===== src/meil_pkg.sv =====
// package: register map, field layout and carriers for the motion event latch
package meil_pkg;
  // ----------------------------------------------------------------------
  // register offsets
  // ----------------------------------------------------------------------
  localparam logic [7:0] TILT_POSITION_NOW_ADDR       = 8'h14;
  localparam logic [7:0] TILT_POSITION_PREV_ADDR      = 8'h15;
  localparam logic [7:0] TAP_DIRECTION_SOURCE_ADDR    = 8'h16;
  localparam logic [7:0] FUNCTION_EVENT_SOURCE_ADDR   = 8'h17;
  localparam logic [7:0] WAKE_DIRECTION_SOURCE_ADDR   = 8'h18;
  localparam logic [7:0] INTERRUPT_SUMMARY_ADDR       = 8'h19;
  localparam logic [7:0] INTERRUPT_LATCH_RELEASE_ADDR = 8'h1A;
  // ----------------------------------------------------------------------
  // reset values and field positions
  // ----------------------------------------------------------------------
  localparam logic [5:0] ORIENT_RESET      = 6'h20;
  localparam logic       WAKE_STATE_RESET  = 1'b1;
  localparam int         FREEFALL_BIT      = 7;
  localparam int         BUFFER_FULL_BIT   = 6;
  localparam int         WATERMARK_BIT     = 5;
  localparam int         DATA_READY_BIT    = 4;
  localparam int         TILT_CHANGED_BIT  = 0;
  localparam int         SUMMARY_INT_BIT   = 4;
  localparam int         WAKEUP_BIT        = 7;
  localparam int         BACK_TO_SLEEP_BIT = 6;
  localparam logic [1:0] TAP_NONE   = 2'h0;
  localparam logic [1:0] TAP_SINGLE = 2'h1;
  localparam logic [1:0] TAP_DOUBLE = 2'h2;

  // ----------------------------------------------------------------------
  // carriers
  // ----------------------------------------------------------------------
  // six direction bits: x-, x+, y-, y+, z-, z+ from bit 5 down to 0
  typedef struct packed {
    logic x_neg;
    logic x_pos;
    logic y_neg;
    logic y_pos;
    logic z_neg;
    logic z_pos;
  } meil_dir_s;

  // events from the detection engines, one-cycle pulses except noted levels
  typedef struct packed {
    logic       tilt_update;    // tilt engine odr tick
    meil_dir_s  tilt_orient;    // orientation sampled on tilt_update
    logic       tap_update;     // tap engine odr tick
    meil_dir_s  tap_dir;
    logic [1:0] tap_kind;
    logic       freefall;
    logic       data_new;
    logic       wakeup;
    logic       back_to_sleep;
    meil_dir_s  motion_dir;
    logic       buffer_full;    // level from buffer logic
    logic       watermark;      // level from buffer logic
    logic       int_enabled_any; // or of enabled live sources
  } meil_events_s;

  // register bus toward the serial interface
  typedef struct packed {
    logic       rd;         // one-cycle read strobe
    logic [7:0] addr;
    logic       burst_cont; // read is a later byte of an auto-increment burst
  } meil_rdreq_s;
endpackage : meil_pkg


===== src/meil_dir_latch.sv =====
// sticky six-bit direction latch with set-over-clear
`timescale 1ns/10ps
`default_nettype none
module meil_dir_latch #(
  parameter int WIDTH = 6
) (
  // clock and reset
  input  wire logic             clock,
  input  wire logic             arst_n,
  // control
  input  wire logic             load,
  input  wire logic [WIDTH-1:0] set_bits,
  input  wire logic             clear,
  // state
  output logic      [WIDTH-1:0] value
);
  logic [WIDTH-1:0] value_q;
  logic [WIDTH-1:0] value_d;

  always_comb begin
    value_d = value_q;
    if (clear) begin
      value_d = '0;
    end
    // new events win over the clearing read
    if (load) begin
      value_d = value_d | set_bits; // see RULE22
    end
  end

  always_ff @(posedge clock or negedge arst_n) begin
    if (!arst_n) begin
      value_q <= '0;
    end else begin
      value_q <= value_d;
    end
  end

  assign value = value_q;
endmodule : meil_dir_latch
`default_nettype wire


===== src/meil_latch.sv =====
// motion event interrupt latch: orientation, source, status and release registers
// Function
// RULE1: current orientation in bits 5..0, top zero
// RULE2: previous orientation kept; both reset to left
// RULE3: source bits stay set until their clear
// RULE4: tap directions update at tap rate, release clears
// RULE5: tap bits x-,x+,y-,y+,z-,z+ from bit5
// RULE6: freefall bit7 set, release read clears
// RULE7: buffer-full bit6 follows buffer full level
// RULE8: watermark bit5 follows threshold level
// RULE9: data-ready bit4 cleared by data or release read
// RULE10: tap kind bits3..2, release read clears
// RULE11: tilt-changed bit0, bit1 reserved zero
// RULE12: wakeup bit7 set, release read clears
// RULE13: back-to-sleep bit6 set, release read clears
// RULE14: wake direction bits 5..0 axis order
// RULE15: summary bit4 is or of enabled sources
// RULE16: summary bit0 wake state, wake after reset
// RULE17: host sets manual sleep for wake-only use
// RULE18: release read returns zero, clears, drops pin
// RULE19: orientation updates at tilt rate, stable during read
// RULE20: release read leaves watermark, buffer-full alone
// RULE21: burst passing release does not clear
// RULE22: event in clearing cycle is kept
// RULE23: clear acts after read data captured
`timescale 1ns/10ps
`default_nettype none
module meil_latch (
  // clock and reset
  input  wire logic                  clock,
  input  wire logic                  arst_n,
  // engine events
  input  wire meil_pkg::meil_events_s ev,
  // register read port
  input  wire meil_pkg::meil_rdreq_s  rdreq,
  input  wire logic                  reading_busy,
  output logic                       rd_valid,
  output logic [7:0]                 rd_data,
  // latched interrupt pin level, high while any latched source is set
  output logic                       int_latched
);
  // ----------------------------------------------------------------------
  // read decode
  // ----------------------------------------------------------------------
  logic release_hit;
  logic accel_hit;
  logic rel_clear_q;
  logic rel_clear_d;
  logic accel_clear_q;
  logic accel_clear_d;

  function automatic logic is_accel(input logic [7:0] a);
    is_accel = (a >= 8'h08) && (a <= 8'h0D);
  endfunction : is_accel

  // a burst passing over the release byte is an ordinary read
  assign release_hit = rdreq.rd && !rdreq.burst_cont
                     && (rdreq.addr == meil_pkg::INTERRUPT_LATCH_RELEASE_ADDR); // see RULE21
  assign accel_hit   = rdreq.rd && is_accel(rdreq.addr);

  // clears are delayed one cycle so the read sees pre-clear contents
  always_comb begin
    rel_clear_d   = release_hit;   // see RULE23
    accel_clear_d = accel_hit;
  end

  always_ff @(posedge clock or negedge arst_n) begin
    if (!arst_n) begin
      rel_clear_q   <= 1'b0;
      accel_clear_q <= 1'b0;
    end else begin
      rel_clear_q   <= rel_clear_d;
      accel_clear_q <= accel_clear_d;
    end
  end

  // ----------------------------------------------------------------------
  // orientation registers
  // ----------------------------------------------------------------------
  logic [5:0] orient_now_q;
  logic [5:0] orient_now_d;
  logic [5:0] orient_prev_q;
  logic [5:0] orient_prev_d;
  logic       tilt_pend_q;
  logic       tilt_pend_d;
  logic [5:0] tilt_hold_q;
  logic [5:0] tilt_hold_d;
  logic       tilt_apply;

  // an update that lands during a host read waits until the read is over
  assign tilt_apply = (ev.tilt_update || tilt_pend_q) && !reading_busy; // see RULE19

  always_comb begin
    orient_now_d  = orient_now_q;
    orient_prev_d = orient_prev_q;
    tilt_pend_d   = tilt_pend_q;
    tilt_hold_d   = tilt_hold_q;
    if (ev.tilt_update) begin
      tilt_hold_d = ev.tilt_orient;
      tilt_pend_d = 1'b1;
    end
    if (tilt_apply) begin
      tilt_pend_d = 1'b0;
      if ((ev.tilt_update ? ev.tilt_orient : tilt_hold_q) != orient_now_q) begin
        orient_prev_d = orient_now_q;                                     // see RULE2
        orient_now_d  = ev.tilt_update ? ev.tilt_orient : tilt_hold_q;     // see RULE1
      end
    end
  end

  always_ff @(posedge clock or negedge arst_n) begin
    if (!arst_n) begin
      orient_now_q  <= meil_pkg::ORIENT_RESET; // see RULE2
      orient_prev_q <= meil_pkg::ORIENT_RESET;
      tilt_pend_q   <= 1'b0;
      tilt_hold_q   <= meil_pkg::ORIENT_RESET;
    end else begin
      orient_now_q  <= orient_now_d;
      orient_prev_q <= orient_prev_d;
      tilt_pend_q   <= tilt_pend_d;
      tilt_hold_q   <= tilt_hold_d;
    end
  end

  // ----------------------------------------------------------------------
  // direction latches for tap and wake sources
  // ----------------------------------------------------------------------
  logic [5:0] tap_dir_val;
  logic [5:0] motion_dir_val;

  meil_dir_latch #(.WIDTH(6)) u_tap_dir (
    .clock    (clock),
    .arst_n   (arst_n),
    .load     (ev.tap_update),   // see RULE4
    .set_bits (ev.tap_dir),      // see RULE5
    .clear    (rel_clear_q),
    .value    (tap_dir_val)
  );

  meil_dir_latch #(.WIDTH(6)) u_motion_dir (
    .clock    (clock),
    .arst_n   (arst_n),
    .load     (ev.wakeup),       // see RULE14
    .set_bits (ev.motion_dir),
    .clear    (rel_clear_q),
    .value    (motion_dir_val)
  );

  // ----------------------------------------------------------------------
  // function and wake event flags
  // ----------------------------------------------------------------------
  logic       ff_q;
  logic       ff_d;
  logic       data_ready_flag_q;
  logic       data_ready_flag_d;
  logic [1:0] tapk_q;
  logic [1:0] tapk_d;
  logic       tilt_chg_q;
  logic       tilt_chg_d;
  logic       wu_q;
  logic       wu_d;
  logic       bts_q;
  logic       bts_d;
  logic       wake_q;
  logic       wake_d;
  logic       orient_changed;

  assign orient_changed = tilt_apply && (orient_now_d != orient_now_q);

  // sticky flags: the set term is applied last so it beats the clear
  always_comb begin
    ff_d       = rel_clear_q ? 1'b0 : ff_q;
    data_ready_flag_d     = (rel_clear_q || accel_clear_q) ? 1'b0 : data_ready_flag_q;  // see RULE9
    tapk_d     = rel_clear_q ? meil_pkg::TAP_NONE : tapk_q;        // see RULE10
    tilt_chg_d = rel_clear_q ? 1'b0 : tilt_chg_q;
    wu_d       = rel_clear_q ? 1'b0 : wu_q;                        // see RULE12
    bts_d      = rel_clear_q ? 1'b0 : bts_q;                       // see RULE13
    wake_d     = wake_q;
    if (ev.freefall) begin
      ff_d = 1'b1;                                                 // see RULE6
    end
    if (ev.data_new) begin
      data_ready_flag_d = 1'b1;                                               // see RULE22
    end
    if (ev.tap_update && (ev.tap_kind != meil_pkg::TAP_NONE)) begin
      tapk_d = ev.tap_kind;                                        // see RULE3
    end
    if (orient_changed) begin
      tilt_chg_d = 1'b1;                                           // see RULE11
    end
    if (ev.wakeup) begin
      wu_d   = 1'b1;
      wake_d = 1'b1;                                               // see RULE16
    end
    if (ev.back_to_sleep) begin
      bts_d  = 1'b1;
      wake_d = 1'b0;
    end
  end

  always_ff @(posedge clock or negedge arst_n) begin
    if (!arst_n) begin
      ff_q       <= 1'b0;
      data_ready_flag_q     <= 1'b0;
      tapk_q     <= meil_pkg::TAP_NONE;
      tilt_chg_q <= 1'b0;
      wu_q       <= 1'b0;
      bts_q      <= 1'b0;
      wake_q     <= meil_pkg::WAKE_STATE_RESET;
    end else begin
      ff_q       <= ff_d;
      data_ready_flag_q     <= data_ready_flag_d;
      tapk_q     <= tapk_d;
      tilt_chg_q <= tilt_chg_d;
      wu_q       <= wu_d;
      bts_q      <= bts_d;
      wake_q     <= wake_d;
    end
  end

  // ----------------------------------------------------------------------
  // register images and read mux
  // ----------------------------------------------------------------------
  logic [7:0] func_src;
  logic [7:0] wake_src;
  logic [7:0] summary;
  logic [7:0] rd_data_d;
  logic [7:0] rd_data_q;
  logic       rd_valid_q;

  // buffer flags are live levels, so a release read cannot touch them
  always_comb begin
    func_src = 8'h00; // see RULE20
    func_src[meil_pkg::FREEFALL_BIT]     = ff_q;
    func_src[meil_pkg::BUFFER_FULL_BIT]  = ev.buffer_full;  // see RULE7
    func_src[meil_pkg::WATERMARK_BIT]    = ev.watermark;    // see RULE8
    func_src[meil_pkg::DATA_READY_BIT]   = data_ready_flag_q;
    func_src[3:2]                        = tapk_q;
    func_src[meil_pkg::TILT_CHANGED_BIT] = tilt_chg_q;
    wake_src = {wu_q, bts_q, motion_dir_val};
    summary  = 8'h00;
    summary[meil_pkg::SUMMARY_INT_BIT]   = ev.int_enabled_any; // see RULE15
    summary[0]                           = wake_q;
  end

  always_comb begin
    rd_data_d = rd_data_q;
    if (rdreq.rd) begin
      case (rdreq.addr)
        meil_pkg::TILT_POSITION_NOW_ADDR:       rd_data_d = {2'h0, orient_now_q};
        meil_pkg::TILT_POSITION_PREV_ADDR:      rd_data_d = {2'h0, orient_prev_q};
        meil_pkg::TAP_DIRECTION_SOURCE_ADDR:    rd_data_d = {2'h0, tap_dir_val};
        meil_pkg::FUNCTION_EVENT_SOURCE_ADDR:   rd_data_d = func_src;
        meil_pkg::WAKE_DIRECTION_SOURCE_ADDR:   rd_data_d = wake_src;
        meil_pkg::INTERRUPT_SUMMARY_ADDR:       rd_data_d = summary;
        meil_pkg::INTERRUPT_LATCH_RELEASE_ADDR: rd_data_d = 8'h00;    // see RULE18
        default:                                rd_data_d = 8'h00;
      endcase
    end
  end

  always_ff @(posedge clock or negedge arst_n) begin
    if (!arst_n) begin
      rd_data_q  <= 8'h00;
      rd_valid_q <= 1'b0;
    end else begin
      rd_data_q  <= rd_data_d;
      rd_valid_q <= rdreq.rd;
    end
  end

  assign rd_data     = rd_data_q;
  assign rd_valid    = rd_valid_q;
  assign int_latched = ff_q || data_ready_flag_q || (tapk_q != meil_pkg::TAP_NONE) || tilt_chg_q
                     || wu_q || bts_q || (|tap_dir_val) || (|motion_dir_val);

  // ----------------------------------------------------------------------
  // checks
  // ----------------------------------------------------------------------
  release_clears_a: assert property (@(posedge clock) disable iff (!arst_n) // see RULE18
    release_hit && !ev.freefall && !$past(ev.freefall) ##1 !ev.freefall |=> !ff_q)
    else $error("freefall flag survived release read");
  release_reads_zero_a: assert property (@(posedge clock) disable iff (!arst_n) // see RULE18
    rdreq.rd && rdreq.addr == meil_pkg::INTERRUPT_LATCH_RELEASE_ADDR |=> rd_data == 8'h00)
    else $error("release register read not zero");
  burst_no_clear_a: assert property (@(posedge clock) disable iff (!arst_n) // see RULE21
    rdreq.rd && rdreq.burst_cont && !rel_clear_q && wu_q |=> ##1 wu_q)
    else $error("burst pass cleared wakeup flag");
  set_wins_a: assert property (@(posedge clock) disable iff (!arst_n) // see RULE22
    rel_clear_q && ev.wakeup && !ev.back_to_sleep |=> wu_q && wake_q)
    else $error("event lost in clearing cycle");
  read_before_clear_a: assert property (@(posedge clock) disable iff (!arst_n) // see RULE23
    rdreq.rd && rdreq.addr == meil_pkg::FUNCTION_EVENT_SOURCE_ADDR && ff_q
    |=> rd_data[meil_pkg::FREEFALL_BIT])
    else $error("read did not show pre-clear flag");
  orient_top_zero_a: assert property (@(posedge clock) disable iff (!arst_n) // see RULE1
    rdreq.rd && rdreq.addr == meil_pkg::TILT_POSITION_NOW_ADDR |=> rd_data[7:6] == 2'h0)
    else $error("orientation top bits not zero");
  orient_stable_a: assert property (@(posedge clock) disable iff (!arst_n) // see RULE19
    reading_busy |=> $stable(orient_now_q) || !$past(reading_busy))
    else $error("orientation changed during read");
  sticky_flag_a: assert property (@(posedge clock) disable iff (!arst_n) // see RULE3
    bts_q && !rel_clear_q |=> bts_q)
    else $error("back to sleep flag dropped without clear");
  data_ready_flag_accel_a: assert property (@(posedge clock) disable iff (!arst_n) // see RULE9
    accel_hit && !ev.data_new ##1 !ev.data_new |=> !data_ready_flag_q)
    else $error("data ready not cleared by data read");
  summary_int_a: assert property (@(posedge clock) disable iff (!arst_n) // see RULE15
    rdreq.rd && rdreq.addr == meil_pkg::INTERRUPT_SUMMARY_ADDR
    |=> rd_data[meil_pkg::SUMMARY_INT_BIT] == $past(ev.int_enabled_any)
        && rd_data[7:5] == 3'h0 && rd_data[3:1] == 3'h0)
    else $error("summary register image wrong");
endmodule : meil_latch
`default_nettype wire


===== config.mk =====
export PLATFORM = sky130hd
export DESIGN_NAME = meil_latch
export DESIGN_NICKNAME = d
export VERILOG_FILES = /design/src/meil_pkg.sv /design/src/meil_dir_latch.sv /design/src/meil_latch.sv
export SDC_FILE = /design/constraint.sdc
export NUM_CORES = 1
export LEC_CHECK = 0
export BUFFER_PORTS_ARGS = -buffer_cell sky130_fd_sc_hd__buf_2
export CAP_MARGIN = 15
export CORE_MARGIN = 2
export CORE_UTILIZATION = 45
export CTS_CLUSTER_DIAMETER = 80
export DETAILED_ROUTE_END_ITERATION = 8
export GPL_TIMING_DRIVEN = 1
export PLACE_DENSITY = 0.69
export SLEW_MARGIN = 40
export SYNTH_ARGS = -nofsm -noshare
export SYNTH_HDL_FRONTEND = slang
export SYNTH_HIERARCHICAL = 1
export SYNTH_SLANG_ARGS = --single-unit
export TNS_END_PERCENT = 1

===== constraint.sdc =====
create_clock -name clock -period 5 [get_ports clock]
set_input_delay 0.75 -clock clock [delete_from_list [all_inputs] [get_ports clock]]
set_output_delay 0.75 -clock clock [all_outputs]
set_load 0.05 [all_outputs]

; After elaboration in Yosys (flattened, before gate mapping)
; Index checks and enable logic that the tools add are counted.
[word_totals]
output_inout_bits = 10
wordCells = 82
inputBits = 42
regBits = 50
[op_classes]
order_cmp = 2
muxes = 21
n_eq_ne = 9
n_reduce_logical = 31
bitwise_logic = 2
[ops]
columns = op, count
row1 = "8-bit by 5-bit == test with 1-bit output, second input constant", 7
row2 = 8-bit case mux with 6 select lines, 1
row3 = 6-bit two-way mux, 7
row4 = 2-bit nonzero test, 10
row5 = 6-bit inequality test, 2
row6 = 6-bit OR, 2
row7 = 6-bit OR reduction, 2
row8 = 1-bit two-way mux, 11
row9 = 1-bit logical OR, 9
row10 = "8-bit by 4-bit >= comparator with 1-bit output, second input constant", 1
row11 = "8-bit by 4-bit <= comparator with 1-bit output, second input constant", 1
row12 = 1-bit logical AND, 7
row13 = 2-bit two-way mux, 2
row14 = 1-bit logical NOT, 2
row15 = 2-bit AND reduction, 1

; Depth between registers and ports, before layout
; Gate-level depths: netlist of the first run.
[depth]
depth_word = 7
mapped_depth = 6
ltp_nobuf = 5

; Cells and area by module
; Netlist of the first run, hierarchy kept.
[modules_own_cells]
columns = mod, instances, area_each_um2, seq_area_each_um2, cells_each
row1 = meil_latch, 1, 1811.7, 955.9, 160
row2 = meil_dir_latch, 2, 225.2, 150.1, 24

; Worst setup path before layout of the first run
; Ideal clock, no wire load.
[synth_timing]
path_type = input port to flip-flop
start = in ev[28] (netlist bit)
end = reg orient_prev_q[0]
setup_time_ns = 0.125
path_slack_ns = 2.798
n_path_buf = 1
arrival_time_ns = 2.077
cell_stages = 6
required_ns = 4.875
cell_sequence = buf_6 > mux2i_1 > xnor2_1 > nor4_2 > a31oi_2 > mux2_2
[synth_between]
elab_chain_cells = 3
elab_cells_between_ends = 5
cone_classes = eq/ne: 1 / mux: 1 / reduce/logical: 3
[synth_rtl]
columns = item, line_no
row1 = "start, declared", meil_latch.sv:33  ; input wire meil_pkg::meil_events_s ev,
row2 = 6-bit two-way mux or 1-bit logical OR (tied branches), n/a
row3 = 6-bit inequality test or 1-bit logical AND (tied branches), "meil_latch.sv:104, meil_latch.sv:91"
row4 = 2-bit AND reduction (no source line) *, n/a
row5 = "end signal, assigned", meil_latch.sv:114  ; orient_prev_q <= meil_pkg::ORIENT_RESET;
row6 = "end signal, assigned", meil_latch.sv:119  ; orient_prev_q <= orient_prev_d;
row7 = "end, declared", meil_latch.sv:82  ; logic [5:0] orient_prev_q;
; Mark *: on every way between the ends. The rest lies on a longest branch, timed or not.
; A chain may end at the register's enable or synchronous reset.

; Worst setup path in the final report of the first run
[layout_timing]
start = reg ff_q
end = out int_latched
[layout_between]
elab_chain_cells = 7
[layout_rtl]
columns = item, line_no
row1 = "start, declared", meil_latch.sv:152  ; logic ff_q;
row2 = "start signal, assigned", meil_latch.sv:203  ; ff_q <= 1'b0;
row3 = "start signal, assigned", meil_latch.sv:211  ; ff_q <= ff_d;
row4 = 1-bit logical OR (3 in series), meil_latch.sv:274  ; assign int_latched = ff_q || data_ready_flag_q || (tapk_q != meil_pkg::TAP_NONE) || tilt_chg_q
row5 = 1-bit logical OR (4 in series), meil_latch.sv:275  ; || wu_q || bts_q || (|tap_dir_val) || (|motion_dir_val);
row6 = "end, declared", meil_latch.sv:40  ; output logic int_latched
; Every way passes these cells.

==> results of run 1 <==
==> cell type report <==
cell class / instances / area, um2
fillers: 438 / 2120
clock inverters: 1 / 5.00
inverters: 28 / 105
clock buffers: 7 / 86.3
flip-flops and latches: 50 / 1260
repair buffers: 51 / 258
multi-input cells: 123 / 871
well taps: 67 / 83.8
==> where the power goes <==
group          internal [mW]  switching, mW  leakage (nW)  total [mW]
Sequential             0.437         0.0228         0.559       0.460
Clock                  0.112          0.125        0.0482       0.237
Combinational         0.0572         0.0585         0.642       0.116
Total                  0.606          0.206          1.25       0.812
==> layout by cell type, fill, tap and decap left out, drive strengths merged <==
| cell | count |
|---|---|
| a21o | 5 |
| a22o | 2 |
| a22oi | 7 |
| a31oi | 1 |
| a32o | 2 |
| a32oi | 3 |
| and2 | 1 |
| and4b | 1 |
| buf | 51 |
| clkbuf | 7 |
| clkinv | 1 |
| dfrtp | 46 |
| dfstp | 4 |
| inv | 28 |
| mux2 | 9 |
| mux2i | 8 |
| mux4 | 2 |
| nand2 | 23 |
| nand2b | 1 |
| nand3 | 2 |
| nand4 | 1 |
| nor2 | 5 |
| nor2b | 2 |
| nor3 | 1 |
| nor4 | 5 |
| nor4b | 2 |
| o21a | 1 |
| o21ai | 20 |
| o21bai | 2 |
| o22a | 2 |
| o22ai | 8 |
| or4 | 1 |
| xnor2 | 4 |
| xor2 | 2 |
==> through the flow <==
stage / instance area, um2 / total power, mW
after global placement: 2570 / 0.582
after floorplan: 2260 / 0.538
final: 2670 / 0.812
after detailed placement: 2570 / 0.583
after CTS: 2660 / 0.821
after global routing: 2670 / 0.856
==> worst min path at each step <==
stage | end | slack, ns | from
after floorplan | accel_clear_q$_DFF_PN0_ | 0.45 | arst_n
after global placement | tilt_pend_q$_DFFE_PN0P_ | 0.48 | tilt_pend_q$_DFFE_PN0P_
after detailed placement | wake_q$_DFFE_PN1P_ | 0.49 | wake_q$_DFFE_PN1P_
after CTS | u_motion_dir/value[1]$_DFF_PN0_ | 0.49 | arst_n
after global routing | tilt_pend_q$_DFFE_PN0P_ | 0.50 | arst_n
final | tilt_pend_q$_DFFE_PN0P_ | 0.46 | arst_n
==> worst register-to-register path, stage by stage (launching register included) <==
cell     delay (ns)
dfstp_2        0.54
mux2i_2        0.08
xnor2_1        0.19
nor4_2         0.08
a31oi_2        0.42
mux2_2         0.39
==> state kept, by name, indices dropped and copies added, names as in the netlist, 2 cells and up <==
name / cells
orient_now_q: 6
orient_prev_q: 6
rd_data: 8
tapk_q: 2
tilt_hold_q: 6
u_motion_dir/value: 6
u_tap_dir/value: 6
==> per-layer routing <==
metal  vias to the layer above  wire length (um)
met5                         -                 0
met4                         0                28
met3                         2               279
met2                        52              2110
met1                       786              2360
li1                        827                 -
==> cells by family after synthesis <==
family / share of synthesized area [%]
AOI/OAI and AO/OA: 15.8
DFF: 55.5
and+or+nand+nor: 9.90
buffers and inverters: 6.14
muxes: 10.3
xor gates and xnor gates: 2.32
==> results.toml, run 1 <==
[run_status]
status = "completed"

[clock_tree]
post_cts_buffers = 0
clk_pin_slew_ns = 0.09
insertion_delay_ns = 0.29
cts-resized-gates = 0
cts_buffers = 5
cts.sinks = 50
cts_tree = "done"
holdBufCountCts = 0
cts_root_buf = "clkbuf_8"
htreeDepth = 2
cts.path.max_buffers = 2

[timing]
finalSetupViolCount = 0
drv_slew = 0
tns_ns = 0
fmax_mhz = 388
hold_slack_ns = 0.463
fin_skew_ns = 0.00760
finalCriticalPeriod_ns = 2.58
relSlewSlack_pct = 50.7
min_period_over_period_pct = 51.6
layout_setup_ws_ns = 2.42
worst_slew_pin_slew_ns = 0.738
hold_viol_final = 0
rsz0062_at_grt = "no"

[synthesis]
yosysMostFrequentCell = "dfrtp_1"
syn_inst = 208
ys_ff_latch = 50
synth_area_um2 = 2260
ys_warn_count = 6
synth_top_area_share_pct = 50.9
synth_area_leaders = "dfrtp_1, dfstp_2, inv_1"
avgSynthCellArea_um2 = 10.9
synth_ff_type = "dfrtp_1"
async_flop_share_pct = 100
synth_edf_count = 0
yosysUniqueCellTypes = 35
synth_common_cells = "dfrtp_1, inv_1, nand2_1"
synth-seq-area-share_pct = 55.5
syn_nets = 250
synth_top_area_cell = "dfrtp_1"

[setup_path]
crit_fanout = 3
arrival_ns = 1.83
cp-start-kind = "flop"
worstRegToRegCells = 5
slowest_delay_ns = 0.44
reg2reg_slack_ns = 3.20
path_cells = "nor4_1, nand4_1, or4_1, buf_2"
r2r_start = "tilt_hold_q[5]$_DFF_PN1_"
cp-end-kind = "output pin"
worstReg2RegEnd = "orient_prev_q[1]$_DFFE_PN0P_"
critical_path_buf_inv_count = 1
cp_top_family = "simple AND/OR/NAND/NOR gates"
required_ns = 4.25
crit_path_end = "int_latched"
worstSetupStartpoint = "ff_q$_DFFE_PN0P_"
cp.depth = 4
cp_slowest_cell = "or4_1"
worstSetupPathType = "reg -> out"

[hold_path]
min_path_type = "in -> async"

[grt]
grt-ovfl-total = 0
antenna_found_initial = 0
use_met2_pct = 26.6
track_usage_pct = 19.0
grt_max_degree = 51
grt-busiest-layer = "met1"
use_met1_pct = 29.8
use_met3_pct = 4.55
first_global_vias = 1644
grt_pass1_wl_mm = 7.97

[finish]
final_cells = 327
diodes = 0
fin_util_pct = 55.7
area_growth_pct = 17.8
nets = 301
final_layout_size_suffix_gt1_share_pct = 30.0

[floorplanning]
die_h_um = 74.9
pin_count = 52
core_area_um2 = 4790
initial_utilization_pct = 47.3
die_w_um = 74.9
dieArea_um2 = 5610
rows = 25

[route]
drt_iter0_markers = 125
first_pass_iters = 4
drcViolationCount = 0
avgViaCountPerCell = 5.10
dr_total_vias = 1667
wl_mm = 4.78
wl_per_cell_um = 14.6
ant_nets = 0

[power]
vdd_ir_drop_max_mv = 0.131
p_per_area_nw_per_um2 = 305
leakage_nw = 1.25

[placement]
place_inst = 319
hpwl_mm = 3.54
io_buffers = 51
place_congestion = 0.816
post-place-ws_ns = 2.49

[run]
drv_cap = 0
(Power assumes the default switching activity.)
==> run 2, diff against run 1 <==
--- a/config.mk
+++ b/config.mk
@@ -5,6 +5,7 @@
 export SDC_FILE = /design/constraint.sdc
 export NUM_CORES = 1
 export LEC_CHECK = 0
+export ABC_AREA = 1
 export BUFFER_PORTS_ARGS = -buffer_cell sky130_fd_sc_hd__buf_2
 export CAP_MARGIN = 15
 export CORE_MARGIN = 2
@@ -12,7 +13,7 @@
 export CTS_CLUSTER_DIAMETER = 80
 export DETAILED_ROUTE_END_ITERATION = 8
 export GPL_TIMING_DRIVEN = 1
-export PLACE_DENSITY = 0.69
+export PLACE_DENSITY = 0.7
 export SLEW_MARGIN = 40
 export SYNTH_ARGS = -nofsm -noshare
 export SYNTH_HDL_FRONTEND = slang
==> constraint.sdc (replaced) <==
create_clock -name clock -period 2.1 [get_ports clock]
set_input_delay 0.315 -clock clock [delete_from_list [all_inputs] [get_ports clock]]
set_output_delay 0.315 -clock clock [all_outputs]
set_load 0.05 [all_outputs]
==> results.toml, run 2 <==
[timing]
min_period_over_period_pct = 89.4
worst_slew_pin_slew_ns = 0.628
drv_slew = 0
relSlewSlack_pct = 58.2
layout_setup_ws_ns = 0.222
hold_viol_final = 0
finalSetupViolCount = 0
fmax_mhz = 532
fin_skew_ns = 0.00560
tns_ns = 0
rsz0062_at_grt = "no"
finalCriticalPeriod_ns = 1.88

[finish]
nFillCells = 552
area_growth_pct = 17.1
diodes = 0
layout_common_cells = "nand2_1, buf_2, inv_1"
final_common_cell = "nand2_1"
largest_reg_flops = 8
nets = 442
final_layout_size_suffix_gt1_share_pct = 20.7

[grt]
use_met1_pct = 23.4
track_usage_pct = 19.4
grt_max_degree = 51
grt-busiest-layer = "met2"
use_met3_pct = 3.73
grt_pass1_wl_mm = 9.62
antenna_found_initial = 0
first_global_vias = 2233
grt-ovfl-total = 0
use_met2_pct = 33.5

[synthesis]
synth-seq-area-share_pct = 48.9
ys_warn_count = 6
async_flop_share_pct = 100
ys_ff_latch = 50
synth_ff_type = "dfrtp_1"
synth_common_cells = "nand2_1, inv_1, dfrtp_1"
synth_top_area_share_pct = 44.8
synth_area_leaders = "dfrtp_1, nand2_1, nand3_1"
avgSynthCellArea_um2 = 7.46
syn_inst = 344
syn_nets = 386
yosysUniqueCellTypes = 27
yosysMostFrequentCell = "nand2_1"
synth_top_area_cell = "dfrtp_1"
synth_edf_count = 0
synth_area_um2 = 2570

[setup_path]
cpMostUsedCell = "nand4_1"
worstRegToRegCells = 7
critical_path_buf_inv_count = 2
cp_top_family = "simple AND/OR/NAND/NOR gates"
cp_slowest_cell = "dfrtp_1"
worstSetupPathType = "reg -> out"
path_cells = "inv_1, nand4_1, nor3_1, nand4_1, buf_2"
cp-end-kind = "output pin"
worstReg2RegEnd = "tilt_chg_q$_DFFE_PN0P_"
crit_fanout = 2
slowest_delay_ns = 0.38
arrival_ns = 1.56
r2r_start = "tilt_hold_q[5]$_DFF_PN1_"
cp-start-kind = "flop"
reg2reg_slack_ns = 0.80
required_ns = 1.78

[power]
p_comb_share_pct = 14.3
vdd_ir_drop_max_mv = 0.288
p_per_area_nw_per_um2 = 678
p_int_mw = 1.49
clockPowerShare_pct = 32.6
seqPwrFrac_pct = 53.1
leakage_nw = 1.73
switching_share_pct = 26.7
p_sw_mw = 0.545

[floorplanning]
rows = 27
pin_count = 52
dieArea_um2 = 6330
die_h_um = 79.5
core_area_um2 = 5510
die_w_um = 79.5
initial_utilization_pct = 46.6

[route]
drcViolationCount = 0
wl_mm = 5.69
first_pass_iters = 4
avgViaCountPerCell = 4.83
wl_per_cell_um = 12.0
drt_iter0_markers = 215
ant_nets = 0
dr_total_vias = 2286

[placement]
io_buffers = 51
hpwl_mm = 4.33
place_congestion = 0.862
post-place-ws_ns = 0.542

[clock_tree]
cts_root_buf = "clkbuf_8"
cts.path.max_buffers = 2
cts.sinks = 50
htreeDepth = 2
clk_pin_slew_ns = 0.09
insertion_delay_ns = 0.30
cts_tree = "done"
post_cts_buffers = 0
cts_buffers = 5
holdBufCountCts = 0
cts-resized-gates = 0

[run]
drv_cap = 0

[run_status]
status = "completed"

[hold_path]
min_path_type = "in -> async"
-- run 2: cell types whose count changed after synthesis, sizes merged, moves of 7 or more --
| cell | delta |
|---|---|
| nand2 | +115 |
| nand3 | +37 |
| inv | +22 |
| nor2 | +16 |
| mux2 | -9 |
| mux2i | -8 |
| a22oi | -7 |
| o22ai | -7 |
-- run 2: per-stage QoR --
| step | power, mW | util [%] | area (um2) | cells | hold slack, ns |
|---|---|---|---|---|---|
| 2_1_floorplan | 1.28 | - | 2570 | 344 | 0.0194 |
| 3_3_place_gp | 1.39 | 52.6 | 2900 | 465 | 0.450 |
| 3_5_place_dp | 1.40 | 52.6 | 2900 | 465 | 0.457 |
| 4_1_cts | 2.07 | 54.6 | 3010 | 473 | 0.131 |
| 5_1_grt | 2.14 | 54.6 | 3010 | 473 | 0.138 |
| 6_report | 2.04 | 54.6 | 3010 | 473 | 0.111 |
-- run 2: layout make-up --
class / instances / area, um2 / area share (%)
clock inverter: 3 / 40.0 / 1.33
tap: 72 / 90.1 / 3.00
sequential: 50 / 1260 / 41.8
clock buffer: 5 / 68.8 / 2.29
timing repair buffer: 56 / 293 / 9.74
inverter: 51 / 191 / 6.37
multi-input combinational: 236 / 1070 / 35.5
-- run 2: worst max-delay path by stage --
stage / from / end / slack [ns] / depth (start not counted)
after floorplan: data_ready_flag_q$_DFFE_PN0P_ / int_latched / 0.62 / 4
after global placement: ev[28] / tilt_chg_q$_DFFE_PN0P_ / 0.56 / 10
after CTS: u_motion_dir/value[3]$_DFF_PN0_ / int_latched / 0.21 / 5
final: u_motion_dir/value[1]$_DFF_PN0_ / int_latched / 0.22 / 5
after global routing: u_motion_dir/value[1]$_DFF_PN0_ / int_latched / 0.12 / 5
after detailed placement: ev[28] / tilt_chg_q$_DFFE_PN0P_ / 0.54 / 10
-- run 2: logic make-up after synthesis --
kind of cell | Yosys count | synth area share (%)
compound gates | 23 | 4.92
buf+inv | 58 | 9.50
flops | 50 | 48.9
simple gates | 213 | 36.6
-- run 2: power groups by stage --
stage	clock network (mW)	logic [mW]	registers [mW]
final	0.664	0.292	1.08
after global routing	0.712	0.333	1.09
after CTS	0.691	0.296	1.08
after detailed placement	0	0.295	1.10
after global placement	0	0.287	1.10
after floorplan	0	0.184	1.10
-- run 2: per-layer routing --
layer | wire length (um) | part of all wire, %
met2 | 2680 | 47
met5 | 0 | 0
met3 | 351 | 6.2
met1 | 2500 | 44
met4 | 156 | 2.7
==> run 3, diff against run 2 <==
--- a/config.mk
+++ b/config.mk
@@ -6,14 +6,14 @@
 export NUM_CORES = 1
 export LEC_CHECK = 0
 export ABC_AREA = 1
-export BUFFER_PORTS_ARGS = -buffer_cell sky130_fd_sc_hd__buf_2
+export BUFFER_PORTS_ARGS = -buffer_cell sky130_fd_sc_hd__buf_4
 export CAP_MARGIN = 15
 export CORE_MARGIN = 2
-export CORE_UTILIZATION = 45
+export CORE_UTILIZATION = 49
 export CTS_CLUSTER_DIAMETER = 80
 export DETAILED_ROUTE_END_ITERATION = 8
 export GPL_TIMING_DRIVEN = 1
-export PLACE_DENSITY = 0.7
+export PLACE_DENSITY = 0.75
 export SLEW_MARGIN = 40
 export SYNTH_ARGS = -nofsm -noshare
 export SYNTH_HDL_FRONTEND = slang
==> results.toml, run 3 (synthesis results as in run 2) <==
[floorplanning]
pin_count = 52
die_h_um = 76.4
initial_utilization_pct = 50.6
core_area_um2 = 5070
die_w_um = 76.4
rows = 26
dieArea_um2 = 5830

[finish]
final_cells = 468
diodes = 0
final_common_cell = "nand2_1"
nets = 439
area_growth_pct = 21.1
seq_area_um2 = 1260
nFillCells = 454
layout_common_cells = "nand2_1, buf_4, inv_1"
final_layout_size_suffix_gt1_share_pct = 20.1
largest_reg_flops = 8
fin_util_pct = 61.3
multiInputGateArea_um2 = 1070

[clock_tree]
cts_tree = "done"
cts_root_buf = "clkbuf_8"
htreeDepth = 2
clk_pin_slew_ns = 0.09
cts_buffers = 5
insertion_delay_ns = 0.30
holdBufCountCts = 0
cts-resized-gates = 0
post_cts_buffers = 0
cts.sinks = 50
cts.path.max_buffers = 2

[grt]
grt-ovfl-total = 0
use_met1_pct = 27.2
grt-busiest-layer = "met2"
grt_max_degree = 51
antenna_found_initial = 0
use_met3_pct = 4.98
first_global_vias = 2218
use_met2_pct = 35.0
track_usage_pct = 20.9
grt_pass1_wl_mm = 9.89

[timing]
min_period_over_period_pct = 85.5
finalSetupViolCount = 0
fin_skew_ns = 0.00511
finalCriticalPeriod_ns = 1.80
hold_slack_ns = 0.0226
rsz0062_at_grt = "no"
drv_slew = 0
hold_viol_final = 0
worst_slew_pin_slew_ns = 0.614
tns_ns = 0
fmax_mhz = 557
layout_setup_ws_ns = 0.304
relSlewSlack_pct = 59.1

[setup_path]
worstSetupPathType = "reg -> out"
arrival_ns = 1.48
cp-end-kind = "output pin"
worstRegToRegCells = 7
worstReg2RegEnd = "tilt_chg_q$_DFFE_PN0P_"
crit_fanout = 2
r2r_start = "orient_now_q[5]$_DFF_PN1_"
reg2reg_slack_ns = 0.79
cp-start-kind = "flop"
required_ns = 1.78

[route]
drcViolationCount = 0
drt_iter0_markers = 176
first_pass_iters = 4
dr_total_vias = 2327
wl_per_cell_um = 12.1
avgViaCountPerCell = 4.97
ant_nets = 0
wl_mm = 5.67

[placement]
place_inst = 460
hpwl_mm = 4.32
post-place-ws_ns = 0.478
place_congestion = 0.882
io_buffers = 51

[power]
p_per_area_nw_per_um2 = 655
leakage_nw = 1.75
vdd_ir_drop_max_mv = 0.381

[run_status]
status = "completed"

[hold_path]
min_path_type = "in -> async"

[run]
drv_cap = 0
-- run 3: how the worst max path moves through the flow --
stage,from,to,slack [ns],cells past startpoint
2_1_floorplan,data_ready_flag_q$_DFFE_PN0P_,int_latched,0.62,4
3_3_place_gp,rdreq[7],rd_data[3]$_DFFE_PN0P_,0.52,11
3_5_place_dp,rdreq[7],rd_data[3]$_DFFE_PN0P_,0.48,11
4_1_cts,u_motion_dir/value[1]$_DFF_PN0_,int_latched,0.31,5
5_1_grt,u_motion_dir/value[0]$_DFF_PN0_,int_latched,0.28,5
6_report,u_motion_dir/value[3]$_DFF_PN0_,int_latched,0.30,5
-- run 3: area by class of cell --
type | instances | area share (%)
clock buffers | 8 | 3.54
inverters | 51 | 6.15
repair buffers | 53 | 12.8
well taps | 70 | 2.82
multi-input cells | 236 | 34.3
flip-flops and latches | 50 | 40.4
-- run 3: through the flow --
step	power [mW]	area, um2
5_1_grt	2.14	3110
3_3_place_gp	1.41	3000
4_1_cts	2.06	3110
2_1_floorplan	1.28	2570
3_5_place_dp	1.42	3000
6_report	2.04	3110
-- run 3: power by group --
group / internal (mW) / total (mW) / switching (mW) / leakage [nW]
logic: 0.127 / 0.308 / 0.181 / 1.15
registers: 1.03 / 1.09 / 0.0513 / 0.549
clock network: 0.333 / 0.644 / 0.311 / 0.0575
total: 1.49 / 2.04 / 0.543 / 1.75
-- run 3: metal layers --
layer | up-vias | share of wire, %
met5 | - | 0
met4 | 0 | 1.0
met3 | 6 | 5.7
met2 | 74 | 49
met1 | 1074 | 44
li1 | 1173 | -
-- run 3: worst max-delay path: stages (launching register included) --
cell,delay (ns)
dfrtp_1,0.39
inv_1,0.08
nand4_1,0.09
nor3_1,0.27
nand4_1,0.14
buf_4,0.21
